File: config.mk
export PLATFORM = sky130hd
export DESIGN_NAME = slepc_bank
export DESIGN_NICKNAME = d
export VERILOG_FILES = /design/src/verilog/slepc_pkg.sv /design/src/verilog/slepc_bank.sv
export SDC_FILE = /design/constraint.sdc
export NUM_CORES = 1
export LEC_CHECK = 0
export CAP_MARGIN = 40
export CORE_MARGIN = 2
export CORE_UTILIZATION = 56
export CTS_CLUSTER_DIAMETER = 200
export DETAILED_ROUTE_END_ITERATION = 6
export DONT_BUFFER_PORTS = 1
export PLACE_DENSITY = 0.71
export SETUP_SLACK_MARGIN = 0.5
export SLEW_MARGIN = 40
export SYNTH_ARGS = -nofsm -noshare
export SYNTH_HDL_FRONTEND = slang
export SYNTH_SLANG_ARGS = --single-unit
File: constraint.sdc
create_clock -name clk_i -period 3.1 [get_ports clk_i]
set_input_delay 0.155 -clock clk_i [delete_from_list [all_inputs] [get_ports clk_i]]
set_output_delay 0.155 -clock clk_i [all_outputs]
set_load 0.005 [all_outputs]
File: src/verilog/slepc_pkg.sv
// constants and types for the serial lane emphasis and serializer pll control bank
// Operation
// - lane registers hold post-tap enable in bit 7, level 6:4, 0 to 12 dB
// - writing 0x04 to calibration register resets serializer pll calibration
// - calibration register resets to 0x00; 0x00 means normal pll operation
// - writing 0x4F to start-up register holds start-up circuit in reset
// - start-up register powers up as 0x0F; writing 0x00 gives normal operation
// - writing 0x80 to lock-loss register clears the sticky lock lost flag
// - lock-loss register resets to 0x00; flag then records lock loss normally
package slepc_pkg;

	localparam int unsigned LANES = 4;

	// register indices; the byte address is four times the index
	localparam logic [13:0] IDX_LANE0   = 14'h05C4;
	localparam logic [13:0] IDX_LANE1   = 14'h05C6;
	localparam logic [13:0] IDX_LANE2   = 14'h05C8;
	localparam logic [13:0] IDX_LANE3   = 14'h05CA;
	localparam logic [13:0] IDX_PLL_CAL = 14'h1222;
	localparam logic [13:0] IDX_START   = 14'h1228;
	localparam logic [13:0] IDX_LOL     = 14'h1262;
	localparam logic [13:0] IDX_IRQ_STS = 14'h1300;
	localparam logic [13:0] IDX_IRQ_MSK = 14'h1301;
	localparam logic [13:0] IDX_FLAG    = 14'h1302;

	// lane register fields
	localparam int unsigned LANE_EN_BIT = 7;
	localparam int unsigned LANE_LVL_LO = 4;
	localparam logic [2:0]  LVL_MAX     = 3'h4;

	// action codes and reset values
	localparam logic [7:0] CODE_NORMAL  = 8'h00;
	localparam logic [7:0] CAL_RESET    = 8'h04;
	localparam logic [7:0] START_RESET  = 8'h4F;
	localparam logic [7:0] START_RSTVAL = 8'h0F;
	localparam logic [7:0] LOL_CLEAR    = 8'h80;
	localparam logic [7:0] LANE_RSTVAL  = 8'h00;

	// interrupt status bits
	localparam int unsigned EV_LOCK_LOSS = 0;
	localparam int unsigned EV_BAD_CODE  = 1;
	localparam int unsigned EV_W         = 2;

	typedef struct packed {
		logic       post_en;
		logic [2:0] level;
	} slepc_lane_s;

	typedef struct packed {
		logic [LANES-1:0][7:0] lane;
		logic [7:0]            cal;
		logic [7:0]            start;
		logic [7:0]            lolc;
		logic                  flag;
		logic [EV_W-1:0]       sts;
		logic [EV_W-1:0]       msk;
		logic                  ack;
		logic [31:0]           rdat;
	} slepc_state_s;

endpackage : slepc_pkg

File: src/verilog/slepc_bank.sv
// wishbone register bank for lane emphasis and serializer pll control
`timescale 1ns/1ps
module slepc_bank (
	// clock, reset, enable
	input  wire logic                                 clk_i,
	input  wire logic                                 rst_i,
	input  wire logic                                 ce_i,
	// wishbone classic slave
	input  wire logic                                 cyc_i,
	input  wire logic                                 stb_i,
	input  wire logic                                 we_i,
	input  wire logic [15:0]                          adr_i,
	input  wire logic [3:0]                           sel_i,
	input  wire logic [31:0]                          dat_i,
	output logic      [31:0]                          dat_o,
	output logic                                      ack_o,
	// serializer pll
	input  wire logic                                 lock_loss_i,
	output logic                                      pll_cal_reset_o,
	output logic                                      startup_reset_o,
	output logic                                      lock_lost_flag_o,
	// lane drivers
	output slepc_pkg::slepc_lane_s [slepc_pkg::LANES-1:0] lane_cfg_o,
	// interrupt
	output logic                                      irq_o
);
	import slepc_pkg::*;

	slepc_state_s    s_q;
	slepc_state_s    s_d;
	logic            req;
	logic            wr;
	logic [13:0]     idx;
	logic [7:0]      wbyte;
	logic [EV_W-1:0] ev;
	logic            lol_clear;

	function automatic logic [13:0] lane_idx(input int unsigned n);
		lane_idx = IDX_LANE0 + 14'(2 * n);
	endfunction : lane_idx

	function automatic logic lane_bad(input logic [7:0] v);
		lane_bad = v[LANE_LVL_LO +: 3] > LVL_MAX;
	endfunction : lane_bad

	localparam slepc_state_s RST_STATE = '{
		lane:  {LANES{LANE_RSTVAL}},
		cal:   CODE_NORMAL,
		start: START_RSTVAL,
		lolc:  CODE_NORMAL,
		flag:  1'b0,
		sts:   '0,
		msk:   '0,
		ack:   1'b0,
		rdat:  '0
	};

	assign req       = cyc_i & stb_i;
	assign idx       = adr_i[15:2];
	assign wbyte     = dat_i[7:0];
	// a write lands at the edge where the master sees ack
	assign wr        = req & we_i & s_q.ack & sel_i[0];
	assign lol_clear = s_q.lolc == LOL_CLEAR;

	always_comb begin
		s_d = s_q;
		ev  = '0;
		ev[EV_LOCK_LOSS] = lock_loss_i;
		// one wait state, then ack for exactly one cycle
		s_d.ack = req & ~s_q.ack;
		if (req & ~s_q.ack) begin
			s_d.rdat = '0;
			for (int unsigned i = 0; i < LANES; i++) begin
				if (idx == lane_idx(i)) begin
					s_d.rdat[7:0] = s_q.lane[i];
				end
			end
			if (idx == IDX_PLL_CAL) begin
				s_d.rdat[7:0] = s_q.cal;
			end else if (idx == IDX_START) begin
				s_d.rdat[7:0] = s_q.start;
			end else if (idx == IDX_LOL) begin
				s_d.rdat[7:0] = s_q.lolc;
			end else if (idx == IDX_IRQ_STS) begin
				s_d.rdat[EV_W-1:0] = s_q.sts;
			end else if (idx == IDX_IRQ_MSK) begin
				s_d.rdat[EV_W-1:0] = s_q.msk;
			end else if (idx == IDX_FLAG) begin
				s_d.rdat[0] = s_q.flag;
			end
		end
		if (wr) begin
			for (int unsigned i = 0; i < LANES; i++) begin
				if (idx == lane_idx(i)) begin
					// reserved low nibble is kept as written
					s_d.lane[i] = wbyte;
					ev[EV_BAD_CODE] = lane_bad(wbyte);
				end
			end
			if (idx == IDX_PLL_CAL) begin
				s_d.cal = wbyte;
				ev[EV_BAD_CODE] = (wbyte != CODE_NORMAL) && (wbyte != CAL_RESET);
			end else if (idx == IDX_START) begin
				s_d.start = wbyte;
				ev[EV_BAD_CODE] = (wbyte != CODE_NORMAL) && (wbyte != START_RESET)
					&& (wbyte != START_RSTVAL);
			end else if (idx == IDX_LOL) begin
				s_d.lolc = wbyte;
				ev[EV_BAD_CODE] = (wbyte != CODE_NORMAL) && (wbyte != LOL_CLEAR);
			end else if (idx == IDX_IRQ_MSK) begin
				s_d.msk = wbyte[EV_W-1:0];
			end
		end
		// sticky lock flag: a new loss wins over a held clear
		if (lock_loss_i) begin
			s_d.flag = 1'b1;
		end else if (lol_clear) begin
			s_d.flag = 1'b0;
		end
		// write one to clear, a same-cycle event wins
		if (wr && idx == IDX_IRQ_STS) begin
			s_d.sts = s_q.sts & ~wbyte[EV_W-1:0];
		end
		s_d.sts = s_d.sts | ev;
	end

	always_ff @(posedge clk_i) begin
		if (rst_i) begin
			s_q <= RST_STATE;
		end else if (ce_i) begin
			s_q <= s_d;
		end
	end

	assign ack_o            = s_q.ack;
	assign dat_o            = s_q.rdat;
	assign pll_cal_reset_o  = s_q.cal == CAL_RESET;
	// any non-normal code keeps start-up held, so the power-up value holds it too
	assign startup_reset_o  = s_q.start != CODE_NORMAL;
	assign lock_lost_flag_o = s_q.flag;
	assign irq_o            = |(s_q.sts & s_q.msk);

	always_comb begin
		for (int unsigned i = 0; i < LANES; i++) begin
			lane_cfg_o[i].post_en = s_q.lane[i][LANE_EN_BIT];
			lane_cfg_o[i].level   = s_q.lane[i][LANE_LVL_LO +: 3];
		end
	end
endmodule : slepc_bank

==> results.toml <==
[power]
cellInternalPower_uw = 1330
p_seq_share_pct = 52.5
p_leak_uw = 0.00158
p_sw_share_pct = 22.5
combPwrFrac_pct = 5.4
clockPowerShare_pct = 42.1
p_switching_uw = 387
max-vdd-ir-drop_mv = 0.234
p_per_area_nw_per_um2 = 425

[clock_network]
cts_hold_buf = 11
clkSinkCount = 70
cts_tree = "built"
htree_levels = 3
path_clk_slew_ns = 0.08
clk_latency_ns = 0.34
cts_made_buffers = 9
cts-resized-gates = 0
clockRootBuffer = "clkbuf_8"
cts.path.max_buffers = 2
post_cts_buffers = 0

[global_route]
grt.busiest_layer = "met2"
gr-usage-met3_pct = 5.32
antenna_found_initial = 0
grt_remaining_overflow = 0
gr-usage-met2_pct = 38.3
globalRouteTotalUtil_pct = 24.6
first_global_vias = 2895
grt_max_degree = 65
met1_usage_pct = 33.7
grt_pass1_wl_um = 14800

[synth]
postSynthAreaPerCell_sq_um = 8.88
yosys.cell_types.count = 63
ys.flop_type = "dfxtp_1"
ys_async_sr_fraction_pct = 0
syn_area_sq_um = 3990
synth_edf_count = 0
yosys_warnings = 0
synth_cells = 450
synth-seq-cells = 70
seq_area_frac_synth_pct = 35.1

[sta]
setup_viol = 0
worst_slew_pin_slew_ns = 0.750
report.final.slew_viol_count = 0
final.setup.worst_slack_ns = 0.840
finClkSkew_ns = 0.0109
min_period_over_period_pct = 72.9
grt_setup_unrepaired = "false"
relSlewSlack_pct = 49.9
hold_violations = 0
tns_ns = 0
fin_crit_ns = 2.26
fmaxAchievable_mhz = 442

[routing]
vias = 3205
drtIter0Drc = 283
routed_wl_um = 9580
dr.pass1.iters = 5
routedWlPerCell_um = 18.4
ant_nets = 0
drc_errors = 0
vias_per_cell = 6.18

[floorplanning]
dieWidth_um = 88.5
die_h_um = 88.5
start_util_pct = 58.5
io_pins = 112
dieArea_sq_um = 7820
placementRows = 30
core_sq_um = 6830

[worst_setup_path]
cp-end-kind = "flip-flop"
path_class = "reg2reg"
r2r_slack_ns = 0.84
startpoint_type = "flip-flop"
arrival_ns = 2.54
cp.required_ns = 3.38
cp_max_fo = 8

[layout]
layout.cells.non_filler = 519
synthToLayoutAreaGrowth_pct = 1.38
antenna_cells = 0
nNetsFinal = 477
layout_commonest_cell = "dfxtp_1"
layout_common_cells = "dfxtp_1, nor2_1, mux2i_1"
drive_above_1_share_pct = 10.2

[placed_design]
place_congestion = 0.866
numPortBuffers = 0
dp_cells = 492
post-place-ws_ns = 1.06
hpwl_um = 6510

[hold_path]
hold_path_class = "in2reg"

[flow_run]
cap_violations = 0

[run_status]
status = "completed"
[per-layer routing]
layer	vias to the layer above	wire (um)
li1	1480	-
met2	173	4420
met4	0	208
met3	20	838
met5	-	0
met1	1532	4110
[area by class of cell]
class | count | area [sq um]
Clock buffer | 13 | 149
Timing Repair Buffer | 13 | 143
Sequential cell | 70 | 1400
Clock inverter | 3 | 43.8
Fill cell | 633 | 2780
Tap cell | 96 | 120
Multi-Input combinational cell | 324 | 2190
[cell families (layout without fill, tap and decap cells)]
kind of cell	count (synthesis)	in the layout	share of synthesized area [%]
buffers and inverters	79	29	12.6
other	1	24	0.0939
AOI/OAI and AO/OA	65	65	11.4
and+or+nand+nor	180	180	26.9
xor gates and xnor gates	1	1	0.219
muxes	54	54	13.7
DFF	70	70	35.1
[flip-flops by register name (all words and copies together) (netlist names)]
register / count
s_q: 44
lane_cfg_o: 16
dat_o: 8
ack_o: 1
lock_lost_flag_o: 1
[power by group through the flow]
stage / clock, uW / sequential, uW / combinational (uW)
after floorplan: 0 / 923 / 106
after global placement: 0 / 924 / 52.1
after detailed placement: 0 / 924 / 53.2
after CTS: 739 / 903 / 91.3
after global routing: 774 / 903 / 102
final: 724 / 903 / 92.9
[Yosys cell counts, drive strengths merged (2+ instances only)]
cell type	instances	area (sq um)
nand4	7	50.1
dfxtp	70	1400
a2111oi	2	23.8
and4	2	18.8
o21ai	12	60.1
a22oi	8	60.1
nand3b	5	37.5
nor3b	3	22.5
o31ai	2	20.0
or4b	4	51.3
clkbuf	19	71.3
nand2b	6	37.5
o211ai	3	22.5
and3	2	12.5
or2	4	25.0
a221oi	5	43.8
or4bb	2	22.5
a21oi	15	75.1
nand4b	3	26.3
mux2i	48	480
and2	2	12.5
and4bb	2	25.0
or3	2	12.5
o31a	2	17.5
nand2	31	116
nor2	63	236
nand3	7	35.0
nor4bb	2	20.0
or4	2	15.0
buf	60	430
nor2b	6	37.5
o2bb2ai	5	43.8
nor4	11	96.3
nor4b	8	113
o41ai	2	17.5
a211o	4	35.0
mux2	6	67.6
nor3	3	20.0
[stage by stage]
| stage | utilization [%] | total power, uW | instance area [sq um] | hold WS, ns |
|---|---|---|---|---|
| after detailed placement | 54.5 | 977 | 3720 | 0.232 |
| after global placement | 54.5 | 976 | 3720 | 0.229 |
| after global routing | 59.3 | 1780 | 4050 | 0.0266 |
| after floorplan | - | 1030 | 4080 | 0.314 |
| final | 59.3 | 1720 | 4050 | 0.0357 |
| after CTS | 59.1 | 1730 | 4040 | 0.00974 |
[worst max-delay path, stage by stage (launching register included)]
cell and delay [ns]:
dfxtp_1 0.41, nand3_1 0.12, or2_2 0.37, nor2_1 0.49
nand2_1 0.11, a21oi_1 0.16, dlygate4sd3_1 0.56
[path summary, 6_finish.rpt]
| kind | depth (start not counted) | start | to |
|---|---|---|---|
| worst min-delay path | 2 | ce_i | s_q[35] |
| worst min register to register | 2 | s_q[57] | s_q[57] |
| worst max-delay path | 6 | ack_o | s_q[54] |
| worst max register to register | 6 | ack_o | s_q[54] |
No activity file was read; power rests on OpenSTA's default activity.
